<file path="src/iofr_pkg.sv">
// Shared constants and types for the I/O node frame responder.
package iofr_pkg;
    typedef logic [7:0] iofr_byte_t;
    typedef logic [4:0] iofr_idx_t;
    typedef logic [3:0] iofr_len_t;

    typedef enum logic {IOFR_IDLE, IOFR_SEND} iofr_state_e;

    // Command byte positions.
    localparam iofr_idx_t IDX_ADDR    = 5'h00;
    localparam iofr_idx_t IDX_COMP    = 5'h01;
    localparam iofr_idx_t IDX_ID      = 5'h02;
    localparam iofr_idx_t IDX_CNT_HI  = 5'h03;
    localparam iofr_idx_t IDX_CNT_LO  = 5'h04;
    localparam iofr_idx_t CMD_MIN_LEN = 5'h05;
    localparam iofr_idx_t RX_CNT_MAX  = 5'h1F;

    // Response byte positions and the fixed header length before payload.
    localparam iofr_idx_t RSP_CHK     = 5'h01;
    localparam iofr_idx_t RSP_ID      = 5'h02;
    localparam iofr_idx_t RSP_HDR     = 5'h03;
    localparam iofr_idx_t RSP_FIXED   = 5'h05;

    // Address nibbles of the two networks.
    localparam logic [3:0] NET1_NIB   = 4'h8;
    localparam logic [3:0] NET2_NIB   = 4'h9;
    // Command identifier upper nibbles per network and rate.
    localparam logic [3:0] ID_N1_50   = 4'h4;
    localparam logic [3:0] ID_N1_25   = 4'h8;
    localparam logic [3:0] ID_N2_100  = 4'h1;
    localparam logic [3:0] ID_N2_50   = 4'h5;
    localparam logic [3:0] ID_N2_25   = 4'h9;
    // Response identifier sits this far above the command identifier.
    localparam iofr_byte_t RID_OFFSET = 8'h20;

    // Payload lengths.
    localparam iofr_len_t LEN_NONE    = 4'h0;
    localparam iofr_len_t LEN_2       = 4'h2;
    localparam iofr_len_t LEN_4       = 4'h4;
    localparam iofr_len_t LEN_6       = 4'h6;
    localparam iofr_len_t LEN_8       = 4'h8;
    localparam iofr_len_t LEN_12      = 4'hC;

    // Filler and transaction tag values.
    localparam iofr_byte_t FILL_BYTE  = 8'h00;
    localparam iofr_byte_t TAG_BYTE   = 8'h00;
    localparam iofr_byte_t ZERO_BYTE  = 8'h00;
endpackage : iofr_pkg

</file>
<file path="src/iofr_resp_lookup.sv">
// Maps a command address and identifier to the matching response layout.
`timescale 1ns/1ps
module iofr_resp_lookup
    import iofr_pkg::*;
(
    // Command fields.
    input  wire iofr_pkg::iofr_byte_t i_addr,
    input  wire iofr_pkg::iofr_byte_t i_id,
    // Response layout.
    output logic                      o_valid,
    output iofr_pkg::iofr_byte_t      o_rid,
    output iofr_pkg::iofr_len_t       o_len,
    output logic                      o_tag
);
    iofr_len_t len;
    logic      net_ok;

    ////////////////////////////////////////////////////////////////////////
    // The identifier must name the same node as the address, on its network.
    always_comb begin
        net_ok = (i_id[3:0] == i_addr[3:0]) &&
                 (((i_addr[7:4] == NET1_NIB) &&
                   ((i_id[7:4] == ID_N1_50) || (i_id[7:4] == ID_N1_25))) ||
                  ((i_addr[7:4] == NET2_NIB) &&
                   ((i_id[7:4] == ID_N2_100) || (i_id[7:4] == ID_N2_50) ||
                    (i_id[7:4] == ID_N2_25))));
    end

    ////////////////////////////////////////////////////////////////////////
    // Payload length per response identifier; unknown nodes stay silent.
    always_comb begin
        o_rid = i_id + RID_OFFSET;
        o_tag = 1'b0;
        case (o_rid)
            8'h60, 8'h61:                   len = LEN_4;
            8'h62, 8'h63:                   len = LEN_6;
            8'h64, 8'h65, 8'h66:            len = LEN_4;
            8'h67:                          len = LEN_12;
            8'h6E, 8'h6F:                   len = LEN_4;
            8'hA0, 8'hA2:                   len = LEN_2;
            8'h30, 8'h31:                   len = LEN_12;
            8'h38, 8'h39:                   len = LEN_6;
            8'h3C: begin
                len   = LEN_6;
                o_tag = 1'b1;
            end
            8'h3A, 8'h3B, 8'h3D:            len = LEN_8;
            8'h70, 8'h71:                   len = LEN_4;
            8'h72, 8'h73:                   len = LEN_6;
            8'h74, 8'h75, 8'h76:            len = LEN_4;
            8'h77:                          len = LEN_12;
            8'h7F:                          len = LEN_4;
            8'hB0, 8'hB2:                   len = LEN_2;
            default:                        len = LEN_NONE;
        endcase
        o_len   = len;
        o_valid = net_ok && (len != LEN_NONE);
    end
endmodule : iofr_resp_lookup

</file>
<file path="src/iofr_frame_responder.sv">
// Command checker and response framer for simulated I/O network nodes.
// Operation
// Net1 50Hz nodes 80,81 answer ids 60,61 with payload 1..4 and filler.
// Net1 50Hz nodes 82,83 answer ids 62,63 with payload 1..6.
// Net1 50Hz nodes 84..86 answer ids 64..66 with payload 1..4.
// Net1 50Hz node 87 answers id 67 with payload 1..C.
// Net1 50Hz nodes 8E,8F answer ids 6E,6F with payload 1..4.
// Net1 25Hz nodes 80,82 answer ids A0,A2 with payload 1,2.
// Net2 commands open with address 90..9F, complement, then identifier.
// Net2 data commands carry bytes 10,20,30,40 before the check byte.
// Net2 50Hz command 97/57 carries twelve bytes 10 to C0.
// Net2 100Hz nodes 90,91 answer ids 30,31 with payload 1..C.
// Net2 100Hz nodes 98,99 answer ids 38,39 with payload 1..6.
// Net2 node 9C answers id 3C, tag byte, counts, payload 1..6.
// Net2 100Hz nodes 9A,9B,9D answer ids 3A,3B,3D with payload 1..8.
// Net2 50Hz nodes 90,91 answer ids 70,71 with payload 1..4.
// Net2 50Hz nodes 92,93 answer ids 72,73 with payload 1..6.
// Net2 50Hz node 97 answers id 77 with payload 1..C.
// Net2 50Hz node 9F answers id 7F with payload 1..4.
// Net2 25Hz nodes 90,92 answer ids B0,B2 with payload 1,2.
// Every frame's bytes sum to zero modulo 256.
// Response starts with own address and has no complement byte.
// Command second byte is the complement of the address.
// Frame count goes high byte then low byte after the identifier.
// Response echoes the frame count received in the command.
// Bad complement, foreign address or nonzero sum means no answer.
`timescale 1ns/1ps
module iofr_frame_responder
    import iofr_pkg::*;
(
    // Clock and reset.
    input  wire logic                 i_ref_clk,
    input  wire logic                 i_rst_n,
    // Command byte stream.
    input  wire logic                 i_rx_valid,
    input  wire iofr_pkg::iofr_byte_t i_rx_data,
    input  wire logic                 i_rx_end,
    // Response byte stream.
    input  wire logic                 i_tx_ready,
    output logic                      o_tx_valid,
    output iofr_pkg::iofr_byte_t      o_tx_data,
    output logic                      o_tx_last,
    // Status.
    output logic                      o_busy,
    output logic                      o_rx_reject
);
    iofr_state_e state_reg;
    iofr_idx_t   rx_cnt_reg;
    iofr_byte_t  rx_sum_reg;
    iofr_byte_t  rx_addr_reg;
    iofr_byte_t  rx_comp_reg;
    iofr_byte_t  rx_id_reg;
    iofr_byte_t  rx_hi_reg;
    iofr_byte_t  rx_lo_reg;
    iofr_byte_t  rsp_addr_reg;
    iofr_byte_t  rsp_chk_reg;
    iofr_byte_t  rsp_rid_reg;
    iofr_byte_t  rsp_hi_reg;
    iofr_byte_t  rsp_lo_reg;
    iofr_len_t   rsp_len_reg;
    logic        rsp_tag_reg;
    iofr_idx_t   idx_reg;
    iofr_idx_t   idx_next;
    iofr_idx_t   last_idx;
    logic        lk_valid;
    iofr_byte_t  lk_rid;
    iofr_len_t   lk_len;
    logic        lk_tag;
    logic        accept;
    logic        handshake;
    iofr_byte_t  chk_next;

    // Sum of payload values 1..n, used to pre-compute the check byte.
    function automatic iofr_byte_t payload_sum(input iofr_len_t n);
        logic [7:0] prod;
        prod = {4'h0, n} * ({4'h0, n} + 8'h01);
        return {1'b0, prod[7:1]};
    endfunction : payload_sum

    // Response byte at a given position of the frame.
    function automatic iofr_byte_t rsp_byte(input iofr_idx_t i);
        iofr_idx_t j;
        j = i - RSP_HDR - {4'h0, rsp_tag_reg};
        if (i == IDX_ADDR) begin
            return rsp_addr_reg;
        end else if (i == RSP_CHK) begin
            return rsp_chk_reg;
        end else if (i == RSP_ID) begin
            return rsp_rid_reg;
        end else if (rsp_tag_reg && (i == RSP_HDR)) begin
            return TAG_BYTE;
        end else if (j == 5'h00) begin
            return rsp_hi_reg;
        end else if (j == 5'h01) begin
            return rsp_lo_reg;
        end else if (j <= {1'b0, rsp_len_reg} + 5'h01) begin
            return {3'h0, j - 5'h01};
        end else begin
            return FILL_BYTE;
        end
    endfunction : rsp_byte

    iofr_resp_lookup u_lookup (
        .i_addr  (rx_addr_reg),
        .i_id    (rx_id_reg),
        .o_valid (lk_valid),
        .o_rid   (lk_rid),
        .o_len   (lk_len),
        .o_tag   (lk_tag)
    );

    ////////////////////////////////////////////////////////////////////////
    // A finished command is answered only if every check holds.
    always_comb begin
        accept = (state_reg == IOFR_IDLE) && i_rx_end &&
                 (rx_cnt_reg >= CMD_MIN_LEN) &&
                 (rx_comp_reg == ~rx_addr_reg) &&
                 (rx_sum_reg == ZERO_BYTE) &&
                 lk_valid;
        handshake = o_tx_valid && i_tx_ready;
        idx_next  = idx_reg + 5'h01;
        last_idx  = RSP_FIXED + {1'b0, rsp_len_reg} + {4'h0, rsp_tag_reg};
        // Negated sum of all other bytes makes the whole frame sum to zero.
        chk_next  = ZERO_BYTE - (rx_addr_reg + lk_rid + rx_hi_reg + rx_lo_reg +
                    (lk_tag ? TAG_BYTE : ZERO_BYTE) +
                    payload_sum(lk_len) + FILL_BYTE);
    end

    ////////////////////////////////////////////////////////////////////////
    // Command collection; bytes arriving while a response is out are dropped
    // because the node only ever holds one transaction open.
    always_ff @(posedge i_ref_clk or negedge i_rst_n) begin
        if (!i_rst_n) begin
            rx_cnt_reg  <= 5'h00;
            rx_sum_reg  <= 8'h00;
            rx_addr_reg <= 8'h00;
            rx_comp_reg <= 8'h00;
            rx_id_reg   <= 8'h00;
            rx_hi_reg   <= 8'h00;
            rx_lo_reg   <= 8'h00;
        end else if (i_rx_end) begin
            rx_cnt_reg <= 5'h00;
            rx_sum_reg <= 8'h00;
        end else if (i_rx_valid && (state_reg == IOFR_IDLE)) begin
            rx_sum_reg <= rx_sum_reg + i_rx_data;
            if (rx_cnt_reg != RX_CNT_MAX) begin
                rx_cnt_reg <= rx_cnt_reg + 5'h01;
            end
            case (rx_cnt_reg)
                IDX_ADDR:   rx_addr_reg <= i_rx_data;
                IDX_COMP:   rx_comp_reg <= i_rx_data;
                IDX_ID:     rx_id_reg   <= i_rx_data;
                IDX_CNT_HI: rx_hi_reg   <= i_rx_data;
                IDX_CNT_LO: rx_lo_reg   <= i_rx_data;
                default:    rx_lo_reg   <= rx_lo_reg;
            endcase
        end
    end

    ////////////////////////////////////////////////////////////////////////
    // Response layout captured at acceptance.
    always_ff @(posedge i_ref_clk or negedge i_rst_n) begin
        if (!i_rst_n) begin
            rsp_addr_reg <= 8'h00;
            rsp_chk_reg  <= 8'h00;
            rsp_rid_reg  <= 8'h00;
            rsp_hi_reg   <= 8'h00;
            rsp_lo_reg   <= 8'h00;
            rsp_len_reg  <= 4'h0;
            rsp_tag_reg  <= 1'b0;
        end else if (accept) begin
            rsp_addr_reg <= rx_addr_reg;
            rsp_chk_reg  <= chk_next;
            rsp_rid_reg  <= lk_rid;
            rsp_hi_reg   <= rx_hi_reg;
            rsp_lo_reg   <= rx_lo_reg;
            rsp_len_reg  <= lk_len;
            rsp_tag_reg  <= lk_tag;
        end
    end

    ////////////////////////////////////////////////////////////////////////
    // Transmit sequencer; the output byte is held until the sink takes it.
    always_ff @(posedge i_ref_clk or negedge i_rst_n) begin
        if (!i_rst_n) begin
            state_reg  <= IOFR_IDLE;
            idx_reg    <= 5'h00;
            o_tx_valid <= 1'b0;
            o_tx_data  <= 8'h00;
            o_tx_last  <= 1'b0;
        end else begin
            case (state_reg)
                IOFR_IDLE: begin
                    if (accept) begin
                        state_reg  <= IOFR_SEND;
                        idx_reg    <= 5'h00;
                        o_tx_valid <= 1'b1;
                        o_tx_data  <= rx_addr_reg;
                    end
                end
                IOFR_SEND: begin
                    if (handshake) begin
                        if (idx_reg == last_idx) begin
                            state_reg  <= IOFR_IDLE;
                            o_tx_valid <= 1'b0;
                            o_tx_last  <= 1'b0;
                        end else begin
                            idx_reg   <= idx_next;
                            o_tx_data <= rsp_byte(idx_next);
                            o_tx_last <= (idx_next == last_idx);
                        end
                    end
                end
                default: state_reg <= IOFR_IDLE;
            endcase
        end
    end

    ////////////////////////////////////////////////////////////////////////
    // Status flags.
    always_ff @(posedge i_ref_clk or negedge i_rst_n) begin
        if (!i_rst_n) begin
            o_busy      <= 1'b0;
            o_rx_reject <= 1'b0;
        end else begin
            o_busy      <= accept || ((state_reg == IOFR_SEND) &&
                           !(handshake && (idx_reg == last_idx)));
            o_rx_reject <= (state_reg == IOFR_IDLE) && i_rx_end && !accept;
        end
    end

    ////////////////////////////////////////////////////////////////////////
    // Running sum of bytes already sent, read only by the checks below.
    iofr_byte_t tx_sum_reg;
    always_ff @(posedge i_ref_clk or negedge i_rst_n) begin
        if (!i_rst_n) begin
            tx_sum_reg <= 8'h00;
        end else if (accept) begin
            tx_sum_reg <= 8'h00;
        end else if (handshake) begin
            tx_sum_reg <= tx_sum_reg + o_tx_data;
        end
    end
endmodule : iofr_frame_responder

</file>
<file path="config.mk">
export PLATFORM = sky130hd
export DESIGN_NAME = iofr_frame_responder
export DESIGN_NICKNAME = d
export VERILOG_FILES = /design/src/iofr_pkg.sv /design/src/iofr_resp_lookup.sv /design/src/iofr_frame_responder.sv
export SDC_FILE = /design/constraint.sdc
export NUM_CORES = 1
export LEC_CHECK = 0
export ABC_CLOCK_PERIOD_IN_PS = 6230
export BUFFER_PORTS_ARGS = -buffer_cell sky130_fd_sc_hd__buf_4
export CAP_MARGIN = 20
export CORE_MARGIN = 2
export CORE_UTILIZATION = 39
export DETAILED_ROUTE_END_ITERATION = 6
export PLACE_DENSITY = 0.6
export SLEW_MARGIN = 40
export SYNTH_ARGS = -nofsm -noshare
export SYNTH_HDL_FRONTEND = slang
export SYNTH_SLANG_ARGS = --single-unit
</file>
<file path="constraint.sdc">
create_clock -name i_ref_clk -period 6.23 [get_ports i_ref_clk]
set_input_delay 1.246 -clock i_ref_clk [delete_from_list [all_inputs] [get_ports i_ref_clk]]
set_output_delay 1.246 -clock i_ref_clk [all_outputs]
set_load 0.01 [all_outputs]
</file>
Word level (Yosys, flattened, before mapping)
Cells that the tools add are included.
{"block": "op_classes", "add_sub_neg": 16, "n_mul": 1, "div_mod_pow": 0, "magnitude_cmp": 2, "eq_ne": 55, "n_shift": 0, "muxes": 31, "bitwise_logic": 3, "reduce_logical": 43}
{"cell": "$eq 8x7->1 const B", "n": 19}
{"cell": "$mux 8", "n": 11}
{"cell": "$eq 8x6->1 const B", "n": 8}
{"cell": "$mux 5", "n": 7}
{"cell": "$add 8x8->8", "n": 4}
{"cell": "$eq 8x8->1 const B", "n": 4}
{"cell": "$reduce_and 3->1", "n": 7}
{"cell": "$eq 5x2->1 const B", "n": 4}
{"cell": "$pmux 4 s5", "n": 1}
{"cell": "$eq 4x4->1 const B", "n": 4}
{"cell": "$pmux 8 s2", "n": 1}
{"cell": "$eq 5x1->1 const B", "n": 3}
{"cell": "$logic_and 1x1->1", "n": 15}
{"cell": "$logic_not 5->1", "n": 3}
{"cell": "$reduce_or 13->1", "n": 1}
{"cell": "$add 4x1->5 const B", "n": 2}
{"cell": "$add 5x1->5 const B", "n": 2}
{"cell": "$eq 5x5->1", "n": 2}
{"cell": "$pmux 5 s2", "n": 1}
{"cell": "$add 8x6->8 const B", "n": 1}
{"cell": "$add 8x7->8", "n": 1}
{"cell": "$eq 4x3->1 const B", "n": 2}
{"cell": "$eq 8x8->1", "n": 1}
{"cell": "$logic_not 8->1", "n": 1}
{"cell": "27 further kinds", "n": 46}
{"block": "word_totals", "register_bits": 116, "latch_bits": 0, "mem_bits_rw": 0, "mem_bits_ro": 0, "out_inout_bits": 12, "n_memories": 0}

Depth between registers and ports, before layout
Gate-level depths: netlist of the first run.
{"block": "logic_depth", "depth_word": 14, "ltp_mapped": 25}

Modules after synthesis
A second synthesis of the first run with hierarchy kept.
{"block": "unflattened", "cells_unflattened": 768, "area_unflattened_um2": 7905.1}
{"module": "iofr_frame_responder", "instances": 1, "cells_per_inst": 716, "area_per_inst_um2": 7546.0, "seq_area_each_um2": 2902.8}
{"module": "iofr_resp_lookup", "instances": 1, "cells_per_inst": 52, "area_per_inst_um2": 359.1, "seq_area_each_um2": 0.0}

Least setup slack after synthesis of the first run
No wires, ideal clock.
{"block": "synth_timing", "path_type": "reg-to-reg", "startpoint": "register rx_id_reg[5]", "endpoint": "register rsp_chk_reg[7]", "setup_ns": 0.134, "t_arrival_ns": 5.662, "required_time_ns": 6.096, "path_slack_ns": 0.434, "path_stages_with_launch": 26, "path_buffers": 0, "period_less_slack_ns": 5.796, "cell_sequence": "dfrtp_1 > ha_1 > xor2_2 > nor2_1 > a21oi_1 > nor4_1 > a41oi_1 > inv_1 > ha_1 > ha_1 > or2_2 > ha_1 > ha_1 > fa_1 > inv_1 > ha_1 > inv_1 > fa_1 > fa_1 > inv_1 > ha_1 > a21oi_1 > o21bai_1 > a21oi_1 > xnor2_1 > o21ai_0"}
{"block": "synth_via", "elab_chain_cells": 8}
{"element": "start, declared", "line": "iofr_frame_responder.sv:52", "text": "iofr_byte_t rx_id_reg;"}
{"element": "start signal, assigned", "line": "iofr_frame_responder.sv:152", "text": "IDX_ID: rx_id_reg <= i_rx_data;"}
{"element": "$add 8x6->8 *", "line": "iofr_resp_lookup.sv:32", "text": "o_rid = i_id + RID_OFFSET;"}
{"element": "$eq 8x7->1, or another cell as far along", "line": "iofr_resp_lookup.sv:34", "text": "case (o_rid)"}
{"element": "$reduce_or 13->1 (no source line), or another cell as far along"}
{"element": "$pmux 4 s5 *", "line": "iofr_resp_lookup.sv:34"}
{"element": "named net lk_len[1]", "line": "iofr_frame_responder.sv:67", "text": "iofr_len_t lk_len;"}
{"element": "$add 4x1->5", "line": "iofr_frame_responder.sv:76", "text": "prod = {4'h0, n} * ({4'h0, n} + 8'h01);"}
{"element": "$mul 4x5->8", "line": "iofr_frame_responder.sv:76"}
{"element": "$add 8x7->8", "line": "iofr_frame_responder.sv:125", "text": "(lk_tag ? TAG_BYTE : ZERO_BYTE) +"}
{"element": "$sub 1x8->8", "line": "iofr_frame_responder.sv:124", "text": "chk_next = ZERO_BYTE - (rx_addr_reg + lk_rid + rx_hi_reg + rx_lo_reg +"}
{"element": "end signal, assigned", "line": "iofr_frame_responder.sv:173", "text": "rsp_chk_reg <= chk_next;"}
{"element": "end, declared", "line": "iofr_frame_responder.sv:56", "text": "iofr_byte_t rsp_chk_reg;"}
Mark *: on every way through the listed nets, which the timed path passes. The rest lies on a longest branch.
A chain may end at the register's enable or synchronous reset.

Worst setup path after layout of the first run
{"block": "layout_timing", "startpoint": "register rx_id_reg[6]", "endpoint": "register rsp_chk_reg[7]"}
Same word-level chain as after synthesis.

==> results of run 1 <==
-- cell families after synthesis --
| kind of cell | Yosys count | synth area share (%) |
|---|---|---|
| adder cells (fa/ha/maj) | 68 | 14.3 |
| buffers and inverters | 107 | 5.75 |
| other | 1 | 0.0527 |
| XOR/XNOR | 38 | 4.78 |
| flip-flops | 115 | 40.4 |
| AO/OA/AOI/OAI | 154 | 13.3 |
| AND/OR/NAND/NOR | 188 | 12.9 |
| multiplexers | 54 | 8.48 |
-- synth_stat cells, drive strengths merged, types with 6 or more instances --
master | instances | area (µm²)
nor4 | 9 | 77.6
a21oi | 37 | 185
buf | 8 | 37.5
ha | 46 | 576
mux2 | 50 | 563
nand2 | 77 | 289
inv | 77 | 289
o21ai | 55 | 275
clkbuf | 22 | 82.6
nor3 | 11 | 55.1
nand2b | 11 | 68.8
xor2 | 12 | 113
o22ai | 13 | 81.3
nand4 | 6 | 37.5
nand3 | 17 | 85.1
fa | 22 | 440
dfrtp | 115 | 2880
xnor2 | 26 | 228
nor2 | 28 | 105
nor2b | 6 | 37.5
-- stage by stage --
step | worst slack, ps | hold slack [ps] | util (%) | power (mW) | cell area (µm²)
after global routing | 31.8 | 501 | 45.5 | 3.75 | 8150
after detailed placement | 227 | 458 | 42.0 | 2.41 | 7510
final | 417 | 470 | 45.5 | 3.43 | 8150
after CTS | 228 | 475 | 45.4 | 3.44 | 8130
after global placement | 387 | 454 | 41.9 | 2.34 | 7500
after floorplan | 434 | 435 | - | 2.05 | 7120
-- per-layer routing --
layer  share of wire (%)  up-vias  GRT usage, %
met5                   0        -             0
met4                 1.7        0          6.38
met3                 3.5       19          3.59
met2                  48      100          29.2
met1                  47     2626          23.8
li1                    -     2536             -
-- worst register-to-register path, delay by kind of cell (launching register included) --
family / cells / cell delay [ps]
AO/OA/AOI/OAI: 5 / 960
flip-flops: 1 / 380
buffers and inverters: 3 / 130
AND/OR/NAND/NOR: 4 / 560
adder cells (fa/ha/maj): 10 / 3240
XOR/XNOR: 2 / 420
-- where the power goes --
part	internal [mW]	switching (mW)	leakage, nW
combinational	0.687	0.799	2.02
clock	0.685	0.340	0.306
sequential	0.822	0.0958	1.52
total	2.19	1.23	3.84
-- worst max path at each step --
stage / endpoint / slack (ps)
floorplan: rsp_chk_reg[7]$_DFFE_PN0P_ / 430
global route: rsp_chk_reg[7]$_DFFE_PN0P_ / 30
global placement: rsp_chk_reg[7]$_DFFE_PN0P_ / 390
CTS: rsp_chk_reg[7]$_DFFE_PN0P_ / 230
finish: rsp_chk_reg[7]$_DFFE_PN0P_ / 420
detailed placement: rsp_chk_reg[7]$_DFFE_PN0P_ / 230
-- final cells by class --
| class | count | area (µm²) | share of cell area, % |
|---|---|---|---|
| tap | 229 | 287 | 3.52 |
| multi-input combinational | 503 | 3860 | 47.3 |
| clock inverter | 11 | 158 | 1.93 |
| clock buffer | 21 | 460 | 5.65 |
| inverter | 77 | 289 | 3.55 |
| timing repair buffer | 29 | 221 | 2.72 |
| sequential | 115 | 2880 | 35.3 |
==> flow_summary.yaml, run 1 <==
outcome:
  status: "complete, no violations"
layout:
  finalNetCount: 824
  fill_cells: 1711
  drive_above_1_share_pct: 16.3
  post_layout_nonfiller_instances: 985
  area_delta_synth_final_pct: 14.5
  n_antenna_cell: 0
  mostFrequentLayoutCell: "sky130_fd_sc_hd__dfrtp_1"
  layout.cells.most_common_list: "114 x sky130_fd_sc_hd__dfrtp_1, 77 x sky130_fd_sc_hd__nand2_1, 77 x sky130_fd_sc_hd__inv_1, 55 x sky130_fd_sc_hd__o21ai_0, 50 x sky130_fd_sc_hd__mux2_2"
critical_path:
  cpLargestDelayFamily: "adder cells"
  number_of_cell_instances_on_the_worst_register_to_register_path: 24
  timing.critical_path.slowest_stage_cell: "sky130_fd_sc_hd__fa_1"
  worstPathMaxFanout: 7
  crit_type: "flop to flop"
  slowest_delay_ps: 540
  required_ps: 6500
  worstSetupStartpointType: "flop"
  timing.rr.start: "rx_id_reg[6]$_DFFE_PN0P_"
  worst_path_most_repeated_cell: "sky130_fd_sc_hd__ha_1"
  path_buf_inv: 3
  cp.depth: 24
  r2r-end: "rsp_chk_reg[7]$_DFFE_PN0P_"
  cell_breakdown_of_the_critical_path: "ha_2 > xor2_4 > nor4_2 > nand2_1 > nor3_1 > a2111o_1 > ha_1 > ha_1 > or2_2 > ha_1 > ha_1 > fa_1 > inv_1 > ha_1 > inv_1 > fa_1 > fa_1 > inv_1 > ha_1 > a21oi_2 > o21bai_1 > a21oi_1 > xnor2_1 > o21ai_0"
  critPathArrivalTime_ps: 6080
  r2r_slack_ps: 420
  setup.worst_path.start: "rx_id_reg[6]$_DFFE_PN0P_"
  critical_path.endpoint_type: "flop"
global_routing:
  first_global_vias: 5401
  global_route.overflow_total: 0
  first_pass_grt_wire_length_um: 27500
  antenna_found_initial: 0
  overall_global_routing_usage_pct: 17.9
  grt_max_degree: 77
cts:
  cts_root_buf: "sky130_fd_sc_hd__clkbuf_16"
  cts_buffers: 17
  cts.path.max_buffers: 2
  postCtsResizedCells: 0
  worst_skew_pair_latency_ps: 420
  tritoncts: "yes"
  cts.htree.levels: 4
  cts_post_setup_buffers_inserted: 0
  clock-sinks: 115
  reg_clk_slew_reported_paths_ps: 60
  holdBufCountCts: 0
sta:
  timing.fmax_mhz: 172
  finalSetupTns_ps: 0
  final-hold-violation-count: 0
  final_min_period_over_clock_period_pct: 93.3
  period_minus_slack_ps: 5810
  worst_slew_margin_rel_pct: 50.4
  layout_skew_ps: 7.75
  setup_violations: 0
  timing.final.max_slew_violations: 0
  worstMarginPinSlew_ps: 744
  rsz0062_at_grt: "false"
detailed_routing:
  initialDrtViolationCount: 442
  detailroute.via_count: 5281
  final_routed_wire_length_divided_by_cell_count_um: 16.8
  firstDrtPassIters: 5
  postRouteAntennaNets: 0
  wirelength_um: 16500
  viasPerCell: 5.36
  detail_route.drc_violations: 0
place:
  numPlacedInstances: 953
  dp.final_hpwl_um: 12200
  gp_routability_congestion: 0.848
  buffer_ports.inserted: 24
min_path:
  hold-path-endpoint: "rsp_addr_reg[7]$_DFFE_PN0P_"
  hp-start: "rsp_addr_reg[7]$_DFFE_PN0P_"
  worstHoldPathType: "flop to flop"
  worst_hold_path.num_cells: 1
die:
  i_o_pin_count: 25
  fp.dieW_um: 139
  coreArea_um2: 17900
  site_rows: 49
  die_area_um2: 19300
  starting_density_of_the_core_pct: 39.7
  die_h_um: 139
logic_synthesis:
  synthesis.area_per_instance_um2: 9.81
  register_area_share_after_synthesis_pct: 40.4
  synth-edff-count: 0
  synth_seq_cells: 115
  synth_async_sr_flop_share_pct: 100
  number_of_distinct_standard_cells_referenced_by_the_synthesized_netlist: 55
  mappedNetlistNets: 806
  synth.yosys.warnings: 0
  synthFlopType: "sky130_fd_sc_hd__dfrtp_1"
  synthesis.instances: 725
  mappedNetlistArea_um2: 7120
power_and_ir_drop:
  power.density_cell_area_nw_per_um2: 421
  vdd_ir_drop_max_v: 0.000308
  leakagePower_nw: 3.84
run:
  max-cap-violations: 0
No activity file was read; power rests on OpenSTA's default activity.
==> run 2, diff against run 1 <==
--- a/config.mk
+++ b/config.mk
@@ -8,7 +8,6 @@
 export ABC_CLOCK_PERIOD_IN_PS = 6230
 export BUFFER_PORTS_ARGS = -buffer_cell sky130_fd_sc_hd__buf_4
 export CAP_MARGIN = 20
-export CORE_MARGIN = 2
 export CORE_UTILIZATION = 39
 export DETAILED_ROUTE_END_ITERATION = 6
 export PLACE_DENSITY = 0.6
==> flow_summary.yaml, run 2 (synthesized netlist as in run 1, its figures left out) <==
critical_path:
  number_of_cell_instances_on_the_worst_register_to_register_path: 24
  critPathArrivalTime_ps: 6200
  cell_breakdown_of_the_critical_path: "ha_1 > xor2_4 > nor4_2 > nand2_1 > nor3_1 > a2111o_1 > ha_1 > ha_1 > or2_2 > ha_1 > ha_1 > fa_1 > inv_1 > ha_1 > inv_1 > fa_1 > fa_1 > inv_1 > ha_1 > a21oi_1 > o21bai_1 > a21oi_1 > xnor2_1 > o21ai_0"
  cpLargestDelayFamily: "adder cells"
  worst_path_most_repeated_cell: "sky130_fd_sc_hd__ha_1"
  worstPathMaxFanout: 7
  required_ps: 6500
  timing.critical_path.slowest_stage_cell: "sky130_fd_sc_hd__fa_1"
  path_buf_inv: 3
  crit_type: "flop to flop"
  worstSetupStartpointType: "flop"
  critical_path.endpoint_type: "flop"
  slowest_delay_ps: 540
  cp.depth: 24
layout:
  post-route-util_pct: 45.6
  area_delta_synth_final_pct: 14.8
  fill_cells: 1721
  finalNetCount: 824
  layout.cells.most_common_list: "114 x sky130_fd_sc_hd__dfrtp_1, 77 x sky130_fd_sc_hd__nand2_1, 77 x sky130_fd_sc_hd__inv_1, 55 x sky130_fd_sc_hd__o21ai_0, 50 x sky130_fd_sc_hd__mux2_2"
  n_antenna_cell: 0
  drive_above_1_share_pct: 16.0
  post_layout_nonfiller_instances: 984
  mostFrequentLayoutCell: "sky130_fd_sc_hd__dfrtp_1"
die:
  fp.dieW_um: 137
  die_h_um: 137
  starting_density_of_the_core_pct: 39.7
  site_rows: 49
  i_o_pin_count: 25
  die_area_um2: 18800
  coreArea_um2: 17900
cts:
  worst_skew_pair_latency_ps: 420
  clock-sinks: 115
  cts.path.max_buffers: 2
  cts_root_buf: "sky130_fd_sc_hd__clkbuf_16"
  cts.htree.levels: 4
  reg_clk_slew_reported_paths_ps: 60
  cts_buffers: 17
  cts_post_setup_buffers_inserted: 0
  tritoncts: "yes"
  holdBufCountCts: 0
place:
  numPlacedInstances: 953
  gp_routability_congestion: 0.881
  buffer_ports.inserted: 24
  dp.final_hpwl_um: 12300
detailed_routing:
  postRouteAntennaNets: 0
  firstDrtPassIters: 4
  detail_route.drc_violations: 0
  initialDrtViolationCount: 369
  final_routed_wire_length_divided_by_cell_count_um: 17.0
  viasPerCell: 5.38
  wirelength_um: 16700
  detailroute.via_count: 5289
global_routing:
  first_global_vias: 5425
  antenna_found_initial: 0
  global_route.overflow_total: 0
  overall_global_routing_usage_pct: 19.4
  first_pass_grt_wire_length_um: 27400
  grt_max_degree: 77
sta:
  layout_skew_ps: 18.5
  setup_violations: 0
  timing.final.max_slew_violations: 0
  final-hold-violation-count: 0
  rsz0062_at_grt: "false"
  period_minus_slack_ps: 5930
  finalSetupTns_ps: 0
  worstMarginPinSlew_ps: 754
  worst_slew_margin_rel_pct: 49.7
  final_min_period_over_clock_period_pct: 95.1
  timing.fmax_mhz: 169
min_path:
  worstHoldPathType: "flop to flop"
  worst_hold_path.num_cells: 1
power_and_ir_drop:
  vdd_ir_drop_max_v: 0.000295
  leakagePower_nw: 3.85
  power.density_cell_area_nw_per_um2: 424
outcome:
  status: "complete, no violations"
run:
  max-cap-violations: 0
[run 2: final cells by class]
cell class	instances	area, µm²	share of cell area, %
repair buffers	29	221	2.71
inverters	77	289	3.54
clock buffers	20	457	5.59
multi-input cells	503	3850	47.1
well taps	229	287	3.51
clock inverters	11	183	2.24
flip-flops and latches	115	2880	35.3
[run 2: worst register-to-register path: cells and delay by family (launching register included)]
| family | cells | cell delay (ps) |
|---|---|---|
| xor+xnor | 2 | 440 |
| fa+ha+maj | 10 | 3230 |
| simple gates | 4 | 580 |
| flops | 1 | 410 |
| compound gates | 5 | 1010 |
| buf+inv | 3 | 120 |
[run 2: power by group]
part	internal, mW	switching [mW]	total, mW
sequential	0.822	0.0951	0.917
combinational	0.688	0.795	1.48
clock	0.723	0.337	1.06
[run 2: layer usage]
layer	up-vias	part of all wire, %	GRT usage (%)	wire length (µm)
met5	-	0	0	0
met4	0	2.3	8.12	378
met3	21	4.1	4.41	687
met2	109	48	32.0	8060
met1	2622	45	24.2	7600
li1	2537	-	-	-
[run 2: timing repair]
action,in CTS,in global routing
hold endpoints to repair,0,0
resized for setup,0,1
endpoints found under the setup margin,0,1
[run 2: per-stage QoR]
| step | total power [mW] | hold WS, ps | cell area [µm²] | setup WS (ps) |
|---|---|---|---|---|
| 2_1_floorplan | 2.05 | 435 | 7120 | 434 |
| 3_3_place_gp | 2.34 | 454 | 7500 | 386 |
| 3_5_place_dp | 2.42 | 452 | 7510 | 245 |
| 4_1_cts | 3.49 | 469 | 8150 | 236 |
| 5_1_grt | 3.74 | 488 | 8170 | 38.0 |
| 6_report | 3.46 | 476 | 8170 | 303 |
[run 2: path summary, 6_finish.rpt]
path	from	endpoint	slack [ps]
max in group asynchronous	i_rst_n	rsp_chk_reg[2]$_DFFE_PN0P_	4310
worst max-delay path	rx_id_reg[6]$_DFFE_PN0P_	rsp_chk_reg[7]$_DFFE_PN0P_	300
min in group asynchronous	i_rst_n	rx_cnt_reg[1]$_DFFE_PN0P_	820
worst min-delay path	rsp_addr_reg[7]$_DFFE_PN0P_	rsp_addr_reg[7]$_DFFE_PN0P_	480
worst min register to register	rsp_addr_reg[7]$_DFFE_PN0P_	rsp_addr_reg[7]$_DFFE_PN0P_	480
worst max register to register	rx_id_reg[6]$_DFFE_PN0P_	rsp_chk_reg[7]$_DFFE_PN0P_	300
